===== src/hw/pmx_pkg.sv =====
// Constants, types and structs for the port alternate-function multiplexer
package pmx_pkg;

  // ****************************************
  // Register indices and byte addresses
  // ****************************************
  localparam int unsigned PMX_ADDR_W = 12;
  localparam logic [7:0] PMX_IDX_P1_LOW = 8'h8E;
  localparam logic [7:0] PMX_IDX_P1_HIGH = 8'h8F;
  localparam logic [7:0] PMX_IDX_P3 = 8'h91;
  localparam logic [7:0] PMX_IDX_P4_LOW = 8'h92;
  localparam logic [7:0] PMX_IDX_P4_HIGH = 8'h93;
  localparam logic [7:0] PMX_IDX_PIN_STATE = 8'h94;
  localparam logic [11:0] PMX_ADDR_P1_LOW = {2'h0, PMX_IDX_P1_LOW, 2'h0};
  localparam logic [11:0] PMX_ADDR_P1_HIGH = {2'h0, PMX_IDX_P1_HIGH, 2'h0};
  localparam logic [11:0] PMX_ADDR_P3 = {2'h0, PMX_IDX_P3, 2'h0};
  localparam logic [11:0] PMX_ADDR_P4_LOW = {2'h0, PMX_IDX_P4_LOW, 2'h0};
  localparam logic [11:0] PMX_ADDR_P4_HIGH = {2'h0, PMX_IDX_P4_HIGH, 2'h0};
  localparam logic [11:0] PMX_ADDR_PIN_STATE = {2'h0, PMX_IDX_PIN_STATE, 2'h0};

  // ****************************************
  // Reset values
  // ****************************************
  localparam logic [7:0] PMX_SEL_RESET = 8'h00;
  localparam logic [7:0] PMX_PIN_RESET = 8'hFF;
  localparam logic PMX_PREV_RESET = 1'b1;

  // ****************************************
  // Pin positions of functions
  // ****************************************
  localparam int unsigned P3_UART_A_RX = 0;
  localparam int unsigned P3_UART_A_TX = 1;
  localparam int unsigned P3_IRQ_A = 2;
  localparam int unsigned P3_IRQ_B = 3;
  localparam int unsigned P3_CNT_A = 4;
  localparam int unsigned P3_CNT_B = 5;
  localparam int unsigned P3_TWI_DATA = 6;
  localparam int unsigned P3_TWI_CLOCK = 7;
  // Digital group shared by port 1 alternate 1 and port 4 alternate 2
  localparam int unsigned DG_T2_COUNT = 0;
  localparam int unsigned DG_T2_TRIG = 1;
  localparam int unsigned DG_UART_B_RX = 2;
  localparam int unsigned DG_UART_B_TX = 3;
  localparam int unsigned DG_SPI_CLOCK = 4;
  localparam int unsigned DG_SPI_RX = 5;
  localparam int unsigned DG_SPI_TX = 6;
  localparam int unsigned DG_SPI_SEL = 7;
  // Capture/compare group on port 4 alternate 1
  localparam int unsigned CC_CLOCK_A = 3;
  localparam int unsigned CC_CLOCK_B = 7;

  // ****************************************
  // Types
  // ****************************************
  typedef enum logic [2:0] {
    PMX_MODE_QUASI,
    PMX_MODE_INPUT,
    PMX_MODE_OPEN_DRAIN,
    PMX_MODE_PUSH_PULL,
    PMX_MODE_ANALOG
  } pmx_mode_t;

  typedef enum logic [1:0] {
    PMX_ROUTE_GPIO,
    PMX_ROUTE_ALT1,
    PMX_ROUTE_ALT2
  } pmx_route_t;

  typedef struct packed {
    logic analog_en;
    logic pullup_en;
    logic high_drv;
    logic low_drv;
  } pmx_pad_t;

  typedef struct packed {
    logic uart_a_transmit;
    logic uart_b_transmit;
    logic serial_periph_clock;
    logic serial_periph_transmit;
    logic serial_periph_select_n;
    logic twowire_data_low;
    logic twowire_clock_low;
    logic [5:0] capcom_out;
    logic [5:0] capcom_oe;
  } pmx_periph_out_t;

  typedef struct packed {
    logic uart_a_receive;
    logic uart_b_receive;
    logic external_irq_a;
    logic external_irq_b;
    logic counter_a_input;
    logic counter_b_input;
    logic twowire_data_pin;
    logic twowire_clock_pin;
    logic timer_two_count_in;
    logic timer_two_trigger_in;
    logic serial_periph_receive;
    logic [5:0] capcom_in;
    logic capcom_ext_clock_a;
    logic capcom_ext_clock_b;
  } pmx_periph_in_t;

endpackage


===== src/hw/pmx_pad_drive.sv =====
// Driver control for one port pin from its mode and output value
`timescale 1ns/100ps
module pmx_pad_drive
  import pmx_pkg::*;
(
  input wire logic pclk,
  input wire logic presetn,
  input wire pmx_mode_t mode,
  input wire logic data_out,
  output pmx_pad_t pad
);

  logic prev_ff;
  logic nxt_prev;
  pmx_pad_t pad_ff;
  pmx_pad_t nxt_pad;

  // ****************************************
  // Mode to driver decode
  // ****************************************
  always_comb begin
    nxt_prev = data_out;
    nxt_pad = '0;
    case (mode)
      // one cycle high pulse
      PMX_MODE_QUASI: begin
        nxt_pad.low_drv = ~data_out;
        nxt_pad.pullup_en = data_out;
        nxt_pad.high_drv = data_out & ~prev_ff;
      end
      // input only drivers
      PMX_MODE_INPUT: begin
        nxt_pad.pullup_en = 1'b1;
        nxt_prev = 1'b1;
      end
      // open drain, no pulse
      PMX_MODE_OPEN_DRAIN: begin
        nxt_pad.low_drv = ~data_out;
        nxt_pad.pullup_en = data_out;
      end
      // push pull drive
      PMX_MODE_PUSH_PULL: begin
        nxt_pad.low_drv = ~data_out;
        nxt_pad.high_drv = data_out;
      end
      // analog all drivers off
      PMX_MODE_ANALOG: begin
        nxt_pad.analog_en = 1'b1;
        nxt_prev = 1'b1;
      end
      default: begin
        nxt_pad.pullup_en = 1'b1;
        nxt_prev = 1'b1;
      end
    endcase
  end

  always_ff @(posedge pclk or negedge presetn) begin
    if (!presetn) begin
      prev_ff <= PMX_PREV_RESET;
      pad_ff <= '{analog_en: 1'b0, pullup_en: 1'b1, high_drv: 1'b0, low_drv: 1'b0};
    end else begin
      prev_ff <= nxt_prev;
      pad_ff <= nxt_pad;
    end
  end

  assign pad = pad_ff;

endmodule


===== src/hw/pmx_port_mux.sv =====
// Alternate-function pin multiplexer for three ports with APB select registers
`timescale 1ns/100ps

// Functional notes
// Reset clears all five selects to GPIO
// Each pin selects its function independently
// Port 3 bits 0-5 route UART, irq, counters
// Port 3 bits 6, 7 route two-wire bus
// Port 1 low select zero means GPIO
// Port 1 alternate 1: timer two, UART, SPI
// Port 1 both bits: analog channel i
// Port 4 alternate 1: capture/compare pins
// Port 4 both bits: timer two, UART, SPI
// Timer two, UART B on either port
// UART/SPI pins quasi, one-cycle high pulse
// Timer and capcom inputs are input only
// Analog pins: every driver and pull-up off
// Two-wire pins open drain, port 3 only
// Capcom outputs push-pull, port 4 only
// GPIO latch zero pulls low, one pulses
// Unrouted inputs read one; port 1 wins
module pmx_port_mux
  import pmx_pkg::*;
(
  input wire logic pclk,
  input wire logic presetn,
  input wire logic psel,
  input wire logic penable,
  input wire logic pwrite,
  input wire logic [PMX_ADDR_W-1:0] paddr,
  input wire logic [31:0] pwdata,
  output logic [31:0] prdata,
  output logic pready,
  output logic pslverr,
  input wire logic [7:0] port1_latch,
  input wire logic [7:0] port3_latch,
  input wire logic [7:0] port4_latch,
  input wire logic [7:0] port1_pin,
  input wire logic [7:0] port3_pin,
  input wire logic [7:0] port4_pin,
  output logic [7:0] port1_level,
  output logic [7:0] port3_level,
  output logic [7:0] port4_level,
  input wire pmx_periph_out_t periph_out,
  output pmx_periph_in_t periph_in,
  output logic [7:0] analog_channel_enable,
  output pmx_pad_t [7:0] port1_pad,
  output pmx_pad_t [7:0] port3_pad,
  output pmx_pad_t [7:0] port4_pad
);

  // ****************************************
  // Functions
  // ****************************************
  function automatic pmx_route_t route_of(input logic sel_low, input logic sel_high);
    pmx_route_t r;
    r = PMX_ROUTE_GPIO;
    if (sel_low && sel_high) begin
      r = PMX_ROUTE_ALT2;
    end else if (sel_low) begin
      r = PMX_ROUTE_ALT1;
    end
    return r;
  endfunction

  function automatic pmx_mode_t digital_mode(input int unsigned idx);
    pmx_mode_t m;
    m = PMX_MODE_QUASI;
    if (idx == DG_T2_COUNT || idx == DG_T2_TRIG) begin
      m = PMX_MODE_INPUT;
    end
    return m;
  endfunction

  function automatic logic digital_data(input int unsigned idx, input pmx_periph_out_t po);
    logic d;
    d = 1'b1;
    case (idx)
      DG_UART_B_TX: d = po.uart_b_transmit;
      DG_SPI_CLOCK: d = po.serial_periph_clock;
      DG_SPI_TX: d = po.serial_periph_transmit;
      DG_SPI_SEL: d = po.serial_periph_select_n;
      default: d = 1'b1;
    endcase
    return d;
  endfunction

  function automatic logic pick(input logic sel_a, input logic val_a, input logic sel_b,
                                input logic val_b);
    logic v;
    v = 1'b1;
    if (sel_a) begin
      v = val_a;
    end else if (sel_b) begin
      v = val_b;
    end
    return v;
  endfunction

  // ****************************************
  // Select registers and APB slave
  // ****************************************
  logic [7:0] p1_low_ff;
  logic [7:0] p1_high_ff;
  logic [7:0] p3_sel_ff;
  logic [7:0] p4_low_ff;
  logic [7:0] p4_high_ff;
  logic [31:0] prdata_ff;
  logic [7:0] nxt_p1_low;
  logic [7:0] nxt_p1_high;
  logic [7:0] nxt_p3_sel;
  logic [7:0] nxt_p4_low;
  logic [7:0] nxt_p4_high;
  logic [31:0] nxt_prdata;
  logic addr_hit;
  logic wr_en;
  logic [7:0] pin1_sync_ff;
  logic [7:0] pin3_sync_ff;
  logic [7:0] pin4_sync_ff;

  assign wr_en = psel & penable & pwrite;

  always_comb begin
    nxt_p1_low = p1_low_ff;
    nxt_p1_high = p1_high_ff;
    nxt_p3_sel = p3_sel_ff;
    nxt_p4_low = p4_low_ff;
    nxt_p4_high = p4_high_ff;
    nxt_prdata = prdata_ff;
    addr_hit = 1'b1;
    if (paddr == PMX_ADDR_P1_LOW) begin
      if (wr_en) nxt_p1_low = pwdata[7:0];
      nxt_prdata = {24'h000000, p1_low_ff};
    end else if (paddr == PMX_ADDR_P1_HIGH) begin
      if (wr_en) nxt_p1_high = pwdata[7:0];
      nxt_prdata = {24'h000000, p1_high_ff};
    end else if (paddr == PMX_ADDR_P3) begin
      if (wr_en) nxt_p3_sel = pwdata[7:0];
      nxt_prdata = {24'h000000, p3_sel_ff};
    end else if (paddr == PMX_ADDR_P4_LOW) begin
      if (wr_en) nxt_p4_low = pwdata[7:0];
      nxt_prdata = {24'h000000, p4_low_ff};
    end else if (paddr == PMX_ADDR_P4_HIGH) begin
      if (wr_en) nxt_p4_high = pwdata[7:0];
      nxt_prdata = {24'h000000, p4_high_ff};
    end else if (paddr == PMX_ADDR_PIN_STATE) begin
      nxt_prdata = {8'h00, pin4_sync_ff, pin3_sync_ff, pin1_sync_ff};
    end else begin
      addr_hit = 1'b0;
      nxt_prdata = 32'h00000000;
    end
    if (!(psel && !penable)) begin
      nxt_prdata = prdata_ff;
    end
  end

  always_ff @(posedge pclk or negedge presetn) begin
    if (!presetn) begin
      // selects clear to GPIO
      p1_low_ff <= PMX_SEL_RESET;
      p1_high_ff <= PMX_SEL_RESET;
      p3_sel_ff <= PMX_SEL_RESET;
      p4_low_ff <= PMX_SEL_RESET;
      p4_high_ff <= PMX_SEL_RESET;
      prdata_ff <= 32'h00000000;
    end else begin
      p1_low_ff <= nxt_p1_low;
      p1_high_ff <= nxt_p1_high;
      p3_sel_ff <= nxt_p3_sel;
      p4_low_ff <= nxt_p4_low;
      p4_high_ff <= nxt_p4_high;
      prdata_ff <= nxt_prdata;
    end
  end

  assign prdata = prdata_ff;
  assign pready = 1'b1;
  assign pslverr = psel & penable & ~addr_hit;

  // ****************************************
  // Pin input synchronisers
  // ****************************************
  logic [7:0] pin1_meta_ff;
  logic [7:0] pin3_meta_ff;
  logic [7:0] pin4_meta_ff;

  always_ff @(posedge pclk or negedge presetn) begin
    if (!presetn) begin
      pin1_meta_ff <= PMX_PIN_RESET;
      pin3_meta_ff <= PMX_PIN_RESET;
      pin4_meta_ff <= PMX_PIN_RESET;
      pin1_sync_ff <= PMX_PIN_RESET;
      pin3_sync_ff <= PMX_PIN_RESET;
      pin4_sync_ff <= PMX_PIN_RESET;
    end else begin
      pin1_meta_ff <= port1_pin;
      pin3_meta_ff <= port3_pin;
      pin4_meta_ff <= port4_pin;
      pin1_sync_ff <= pin1_meta_ff;
      pin3_sync_ff <= pin3_meta_ff;
      pin4_sync_ff <= pin4_meta_ff;
    end
  end

  assign port1_level = pin1_sync_ff;
  assign port3_level = pin3_sync_ff;
  assign port4_level = pin4_sync_ff;

  // ****************************************
  // Per-pin mode and output value
  // ****************************************
  pmx_mode_t [7:0] mode1;
  pmx_mode_t [7:0] mode3;
  pmx_mode_t [7:0] mode4;
  logic [7:0] data1;
  logic [7:0] data3;
  logic [7:0] data4;
  logic [7:0] p1_dig;
  logic [7:0] p4_dig;
  logic [7:0] p4_cc;
  int unsigned mod_idx;

  always_comb begin
    mod_idx = 0;
    for (int unsigned i = 0; i < 8; i++) begin
      // each pin decoded alone
      p1_dig[i] = 1'b0;
      p4_dig[i] = 1'b0;
      p4_cc[i] = 1'b0;
      // GPIO follows latch
      mode1[i] = PMX_MODE_QUASI;
      data1[i] = port1_latch[i];
      mode3[i] = PMX_MODE_QUASI;
      data3[i] = port3_latch[i];
      mode4[i] = PMX_MODE_QUASI;
      data4[i] = port4_latch[i];
      // low select zero is GPIO
      case (route_of(p1_low_ff[i], p1_high_ff[i]))
        // digital group on port 1
        PMX_ROUTE_ALT1: begin
          p1_dig[i] = 1'b1;
          mode1[i] = digital_mode(i);
          data1[i] = digital_data(i, periph_out);
        end
        // analog channel i
        PMX_ROUTE_ALT2: begin
          mode1[i] = PMX_MODE_ANALOG;
          data1[i] = 1'b1;
        end
        default: begin
          mode1[i] = PMX_MODE_QUASI;
        end
      endcase
      // port 3 peripheral routing
      if (p3_sel_ff[i]) begin
        mode3[i] = PMX_MODE_INPUT;
        data3[i] = 1'b1;
        if (i == P3_UART_A_RX) begin
          mode3[i] = PMX_MODE_QUASI;
        end else if (i == P3_UART_A_TX) begin
          mode3[i] = PMX_MODE_QUASI;
          data3[i] = periph_out.uart_a_transmit;
        end else if (i == P3_TWI_DATA) begin
          // two-wire data open drain
          mode3[i] = PMX_MODE_OPEN_DRAIN;
          data3[i] = ~periph_out.twowire_data_low;
        end else if (i == P3_TWI_CLOCK) begin
          // two-wire clock open drain
          mode3[i] = PMX_MODE_OPEN_DRAIN;
          data3[i] = ~periph_out.twowire_clock_low;
        end
      end
      case (route_of(p4_low_ff[i], p4_high_ff[i]))
        // capture/compare group
        PMX_ROUTE_ALT1: begin
          p4_cc[i] = 1'b1;
          mode4[i] = PMX_MODE_INPUT;
          data4[i] = 1'b1;
          if (i != CC_CLOCK_A && i != CC_CLOCK_B) begin
            mod_idx = (i > CC_CLOCK_A) ? i - 1 : i;
            if (periph_out.capcom_oe[mod_idx]) begin
              mode4[i] = PMX_MODE_PUSH_PULL;
              data4[i] = periph_out.capcom_out[mod_idx];
            end
          end
        end
        // digital group on port 4
        PMX_ROUTE_ALT2: begin
          p4_dig[i] = 1'b1;
          mode4[i] = digital_mode(i);
          data4[i] = digital_data(i, periph_out);
        end
        default: begin
          mode4[i] = PMX_MODE_QUASI;
        end
      endcase
    end
  end

  // ****************************************
  // Peripheral inputs
  // ****************************************
  pmx_periph_in_t in_ff;
  pmx_periph_in_t nxt_in;
  logic [7:0] p3_in;
  logic [7:0] cc_in;

  always_comb begin
    // unrouted inputs idle high
    p3_in = pin3_sync_ff | ~p3_sel_ff;
    cc_in = pin4_sync_ff | ~p4_cc;
    nxt_in = '1;
    nxt_in.uart_a_receive = p3_in[P3_UART_A_RX];
    nxt_in.external_irq_a = p3_in[P3_IRQ_A];
    nxt_in.external_irq_b = p3_in[P3_IRQ_B];
    nxt_in.counter_a_input = p3_in[P3_CNT_A];
    nxt_in.counter_b_input = p3_in[P3_CNT_B];
    nxt_in.twowire_data_pin = p3_in[P3_TWI_DATA];
    nxt_in.twowire_clock_pin = p3_in[P3_TWI_CLOCK];
    // either port; port 1 wins
    nxt_in.timer_two_count_in = pick(p1_dig[DG_T2_COUNT], pin1_sync_ff[DG_T2_COUNT],
                                     p4_dig[DG_T2_COUNT], pin4_sync_ff[DG_T2_COUNT]);
    nxt_in.timer_two_trigger_in = pick(p1_dig[DG_T2_TRIG], pin1_sync_ff[DG_T2_TRIG],
                                       p4_dig[DG_T2_TRIG], pin4_sync_ff[DG_T2_TRIG]);
    nxt_in.uart_b_receive = pick(p1_dig[DG_UART_B_RX], pin1_sync_ff[DG_UART_B_RX],
                                 p4_dig[DG_UART_B_RX], pin4_sync_ff[DG_UART_B_RX]);
    nxt_in.serial_periph_receive = pick(p1_dig[DG_SPI_RX], pin1_sync_ff[DG_SPI_RX],
                                        p4_dig[DG_SPI_RX], pin4_sync_ff[DG_SPI_RX]);
    // capcom inputs from port 4
    nxt_in.capcom_ext_clock_a = cc_in[CC_CLOCK_A];
    nxt_in.capcom_ext_clock_b = cc_in[CC_CLOCK_B];
    nxt_in.capcom_in = {cc_in[6:4], cc_in[2:0]};
  end

  always_ff @(posedge pclk or negedge presetn) begin
    if (!presetn) begin
      in_ff <= '1;
    end else begin
      in_ff <= nxt_in;
    end
  end

  assign periph_in = in_ff;

  // ****************************************
  // Pad drivers
  // ****************************************
  pmx_pad_t [7:0] pad1;

  for (genvar g = 0; g < 8; g++) begin : g_pin
    pmx_pad_drive u_pad1 (.pclk(pclk), .presetn(presetn), .mode(mode1[g]), .data_out(data1[g]),
      .pad(pad1[g]));
    pmx_pad_drive u_pad3 (.pclk(pclk), .presetn(presetn), .mode(mode3[g]), .data_out(data3[g]),
      .pad(port3_pad[g]));
    pmx_pad_drive u_pad4 (.pclk(pclk), .presetn(presetn), .mode(mode4[g]), .data_out(data4[g]),
      .pad(port4_pad[g]));
    // analog route to converter
    assign analog_channel_enable[g] = pad1[g].analog_en;
  end

  assign port1_pad = pad1;

endmodule


===== config.mk =====
export PLATFORM = sky130hd
export DESIGN_NAME = pmx_port_mux
export DESIGN_NICKNAME = d
export VERILOG_FILES = /design/src/hw/pmx_pkg.sv /design/src/hw/pmx_pad_drive.sv /design/src/hw/pmx_port_mux.sv
export SDC_FILE = /design/constraint.sdc
export NUM_CORES = 1
export LEC_CHECK = 0
export ABC_AREA = 0
export BUFFER_PORTS_ARGS = -buffer_cell sky130_fd_sc_hd__buf_2
export CORE_AREA = 2 2 159 161
export CTS_BUF_LIST = sky130_fd_sc_hd__clkbuf_2
export DETAILED_ROUTE_END_ITERATION = 8
export DIE_AREA = 0 0 161 163
export HOLD_SLACK_MARGIN = 0.06
export PLACE_DENSITY_LB_ADDON = 0.15
export SLEW_MARGIN = 0
export SYNTH_ARGS = -nofsm -noshare
export SYNTH_HDL_FRONTEND = slang
export SYNTH_SLANG_ARGS = --single-unit

===== constraint.sdc =====
create_clock -name pclk -period 2.5 [get_ports pclk]
set_input_delay 0.25 -clock pclk [delete_from_list [all_inputs] [get_ports pclk]]
set_output_delay 0.25 -clock pclk [all_outputs]
set_load 0.02 [all_outputs]

# Word level (Yosys, flattened, before mapping)
# Cells that the tools add are included.
# word_totals
regBits	255
inputBits	116
wordCells	683
# classes
bitwise_logic	86
mux	236
eq_ne	104
n_reduce_logical	115
# ops
cell	n
24-bit 2-to-1 mux	6
1-bit 2-to-1 mux	136
1-bit one-hot mux with 2 select lines	56
2-bit OR reduction	48
3-bit by 2-bit == test with 1-bit output (second input constant)	28
12-bit by 10-bit == test with 1-bit output (second input constant)	6
3-bit zero test	22
3-bit OR reduction	22
1-bit NOT	55
2-bit 2-to-1 mux	24
3-bit == test (second input constant)	14
2-bit == test (second input constant)	20
2-bit by 1-bit == test with 1-bit output (second input constant)	16
3-bit 2-to-1 mux	10
1-bit bitwise AND	27
1-bit by 2-bit == test with 1-bit output (second input constant)	12
3-bit one-hot mux with 2 select lines	4
1-bit by 3-bit == test with 1-bit output (second input constant)	6
1-bit logical AND	17
8-bit NOT	2
8-bit bitwise OR	2
2-bit by 3-bit == test with 1-bit output (second input constant)	2
6-bit AND reduction	1
5-bit AND reduction	1
other kinds (4)	4

# Longest topological paths before layout
# logic_depth
ltp_word	9
mapped_depth	6
mapped_depth_nobuf	5

# Cells and area by module
# From an unflattened synthesis, not the netlist that was laid out.
# unflattened
cells_unflattened	851
hier_area_um2	10244.8
# by_module_without_submodules
module	seq_area_each_um2	cells_each	instances	area_per_inst_um2
pmx_port_mux	3362.0	419	1	5440.2
pmx_pad_drive	127.6	18	24	200.2

# Worst setup path before layout
# OpenSTA, ideal clock, no wires.
# synth_timing
path_kind	input port to flip-flop
startpoint	in paddr[8]
endpoint	reg p1_low_ff[0]
arrival_time_ns	2.083
cell_stages	4
path_slack_ns	0.293
required_time_ns	2.375
cell_sequence	or4b_4 > or4_4 > nor4_4 > mux2_2
# synth_between
elab_chain_len	2
# synth_lines
element	line	rtl
start: declaration	pmx_port_mux.sv:30	input wire logic [PMX_ADDR_W-1:0] paddr,
12-bit by 10-bit == test with 1-bit output	pmx_port_mux.sv:131	if (paddr == PMX_ADDR_P1_LOW) begin
2-bit AND reduction (no source line)	-	
end signal: assignment	pmx_port_mux.sv:167	p1_low_ff <= nxt_p1_low;
end: declaration	pmx_port_mux.sv:103	logic [7:0] p1_low_ff;
# No other way between the ends.
# A chain may end at the register's enable or synchronous reset.

# Final worst setup path
# layout_timing
startpoint	in paddr[4]
endpoint	reg prdata_ff[20] (netlist: prdata[20])
# layout_between
elab_chain_len	7
# layout_lines
element	line	rtl
12-bit by 10-bit == test with 1-bit output	pmx_port_mux.sv:146	end else if (paddr == PMX_ADDR_PIN_STATE) begin
24-bit 2-to-1 mux	pmx_port_mux.sv:146	
24-bit 2-to-1 mux	pmx_port_mux.sv:143	end else if (paddr == PMX_ADDR_P4_HIGH) begin
24-bit 2-to-1 mux	pmx_port_mux.sv:140	end else if (paddr == PMX_ADDR_P4_LOW) begin
24-bit 2-to-1 mux	pmx_port_mux.sv:137	end else if (paddr == PMX_ADDR_P3) begin
24-bit 2-to-1 mux	pmx_port_mux.sv:134	end else if (paddr == PMX_ADDR_P1_HIGH) begin
24-bit 2-to-1 mux (*)	pmx_port_mux.sv:131	
end signal: assignment	pmx_port_mux.sv:172	prdata_ff <= nxt_prdata;
end: declaration	pmx_port_mux.sv:108	logic [31:0] prdata_ff;
# Every way passes the cells marked *; elsewhere a longest branch is shown, timed or not.

==> results.cfg <==
[run_status]
status = complete, no violations

[detailed_routing]
vias_per_cell = 4.42
vias = 6339
wl_um = 22900
avgRoutedWirePerCell_um = 16.0
drc = 0
drt-initial-drc-count = 193
drtPass1Iterations = 4
ant_nets = 0

[sta]
fin_hold_ws_ns = 0.179
fmax_mhz = 402
finalMaxSlewViolations = 0
period_needed_ns = 2.49
finalCritPeriodShare_pct = 99.6
clock_skew_ns = 0.0294
fin_ws_ns = 0.00938
finalHoldViolations = 0
rsz0062_at_grt = yes
tns_ns = 0
setup_viol_count_final = 0

[pwr]
power_density_mw_per_mm2 = 597
power_mw = 7.15
leakage_nw = 5.87
ir_worst_vdd_uv = 291

[cells_and_area]
mostFrequentLayoutCells = 246 x buf_2, 133 x dlygate4sd3_1, 120 x dfrtp_1
drive_gt1_share_pct = 49.9
syn2layout_area_growth_pct = 42.1
nets = 1170
instances_no_fill = 1435
final_common_cell = buf_2

[worst_setup_path]
worst_r2r_startpoint = p4_low_ff[2]
arrival_ns = 3.21
critPathLaunchType = primary input
worstSetupStartpoint = paddr[4]
crit_slowest_cell = dlygate4sd3_1
cp_cell_sequence = dlygate4sd3_1 -> buf_2 -> inv_1 -> or4_1 -> or4b_1 -> dlygate4sd3_1 -> nor4_4 -> buf_4 -> a22o_1
crit_path_end_kind = register
crit_buf_inv = 5
max_stage_delay_ns = 0.61
cp.required_ns = 3.22
crit_type = primary input to register
crit_fanout = 8
critical_path.top_delay_family = buffers and inverters
cpMostUsedCell = dlygate4sd3_1

[synth]
syn_avg_cell_area_um2 = 13.6
yosysUniqueCellTypes = 48
ys_seq_area_share_pct = 68.3
syn_area_mm2 = 0.00844
yosysWarningCount = 0
synthFlopType = dfrtp_1
synthArstFlopShare_pct = 100
postSynthCellCount = 618
synth_enable_flop_cells = 0
ys_ff_latch = 225

[clock_tree]
htreeDepth = 2
ctsResizeCount = 0
cts_tree = done
clk_latency_ns = 0.81
post_cts_buffers = 0
clock-sinks = 225
clockBufferDepth = 3
clkTransAtPathRegs_ns = 0.12
clockRootBuffer = clkbuf_2
numCtsBuffers = 59

[global_route]
antenna_found_initial = 2
grt_max_degree = 53
gr-usage-all-layers_pct = 17.7
grt_pass1_wl_um = 36200
grt_overflow_total = 0
grt_pass1_vias = 6701

[place]
dp_hpwl_um = 15300
portBuffers = 247
gp_congestion = 0.754
dp_slack_ns = 0.111
place_inst = 1189

[worst_hold_path]
min_path_type = primary input to register
worstHoldStart = paddr[3]

[floorplanning]
core_mm2 = 0.0247
die_h_um = 163
die_area_mm2 = 0.0262
io_pins = 297
die_x_um = 161
rows = 58
initial_core_util_pct = 34.2

[job]
cap_violations = 0
[what timing repair did]
item	in CTS	in global routing
hold endpoints to repair	311	1
endpoints found under the setup margin	0	2
hold buffers	133	1
[synthesized netlist by cell type (all sizes together) (6+ instances only)]
master	instances	area, um2
nand3b	6	45.0
clkbuf	10	37.5
nor3b	9	67.6
inv	41	154
nand3	7	35.0
a22oi	8	60.1
mux2	48	541
o21ai	17	85.1
or2	6	37.5
o21a	7	52.6
dfrtp	120	3000
and2	8	50.1
nand2	20	75.1
nor3	12	60.1
buf	48	350
dfstp	105	2760
nor2	35	131
a22o	16	140
a21oi	9	45.0
nor2b	10	62.6
nand2b	19	119
a221o	8	80.1
a221oi	8	70.1
[layer usage]
metal | GRT usage, % | routed length, um | part of all wire, %
met4 | 6.01 | 498 | 2.2
met3 | 5.83 | 1700 | 7.4
met5 | 0 | 7 | 0.031
met2 | 29.6 | 11400 | 50
met1 | 21.6 | 9250 | 40
[kinds of logic after synthesis]
group / count (synthesis) / share of synthesized area (%)
AND/OR/NAND/NOR: 153 / 10.7
flip-flops: 225 / 68.3
AO/OA/AOI/OAI: 87 / 7.61
buffers and inverters: 99 / 6.42
multiplexers: 52 / 6.88
other: 2 / 0.0890
[flip-flops by register name (all words and copies together), names as in the netlist, 8 cells and up]
| name | count |
|---|---|
| port3_level | 8 |
| pin4_meta_ff | 8 |
| port1_level | 8 |
| pin3_meta_ff | 8 |
| p1_low_ff | 8 |
| g_pin.u_pad3.pad | 18 |
| g_pin.u_pad4.pad | 23 |
| periph_in | 19 |
| prdata | 24 |
| p3_sel_ff | 8 |
| pin1_meta_ff | 8 |
| port4_level | 8 |
| p4_high_ff | 8 |
| p1_high_ff | 8 |
| g_pin.u_pad1.pad | 32 |
| p4_low_ff | 8 |
| g_pin.u_pad1.prev_ff | 8 |
[area by class of cell]
type                            count  area [um2]
Sequential cell                   225        5760
Multi-Input combinational cell    317        2240
Clock inverter                     12        75.1
Clock buffer                       98         490
Tap cell                          330         413
Timing Repair Buffer              410        2850
Fill cell                        2282       12700
Inverter                           41         154
Antenna cell                        2        5.00
[path summary, 6_finish.rpt]
path | slack (ns) | cells past startpoint | end
min in group asynchronous | 0.19 | 2 | g_pin[0].u_pad1.pad[2]
max in group asynchronous | 1.92 | 3 | periph_in[11]
max reg2reg | 0.74 | 5 | g_pin[2].u_pad4.pad[1]
min reg2reg | 0.34 | 0 | port4_level[1]
min | 0.18 | 5 | prdata[11]
max | 0.009 | 9 | prdata[20]
[stage by stage]
step	area, um2	util [%]
floorplan	8520	-
global placement	10100	40.8
detailed placement	10100	40.8
CTS	12000	48.5
global route	12000	48.6
finish	12000	48.6
[worst min-delay path: stages]
cell and delay, ns:
buf_2 0.13, or3_1 0.18, nor4_4 0.05, buf_4 0.17
a22o_1 0.18
[power by group]
| part | internal (mW) | leakage (nW) | switching (mW) | total (mW) |
|---|---|---|---|---|
| sequential | 3.81 | 2.70 | 0.0433 | 3.85 |
| clock | 1.13 | 0.445 | 1.48 | 2.61 |
| combinational | 0.304 | 2.72 | 0.390 | 0.694 |
Power figures use the tool's default switching activity.
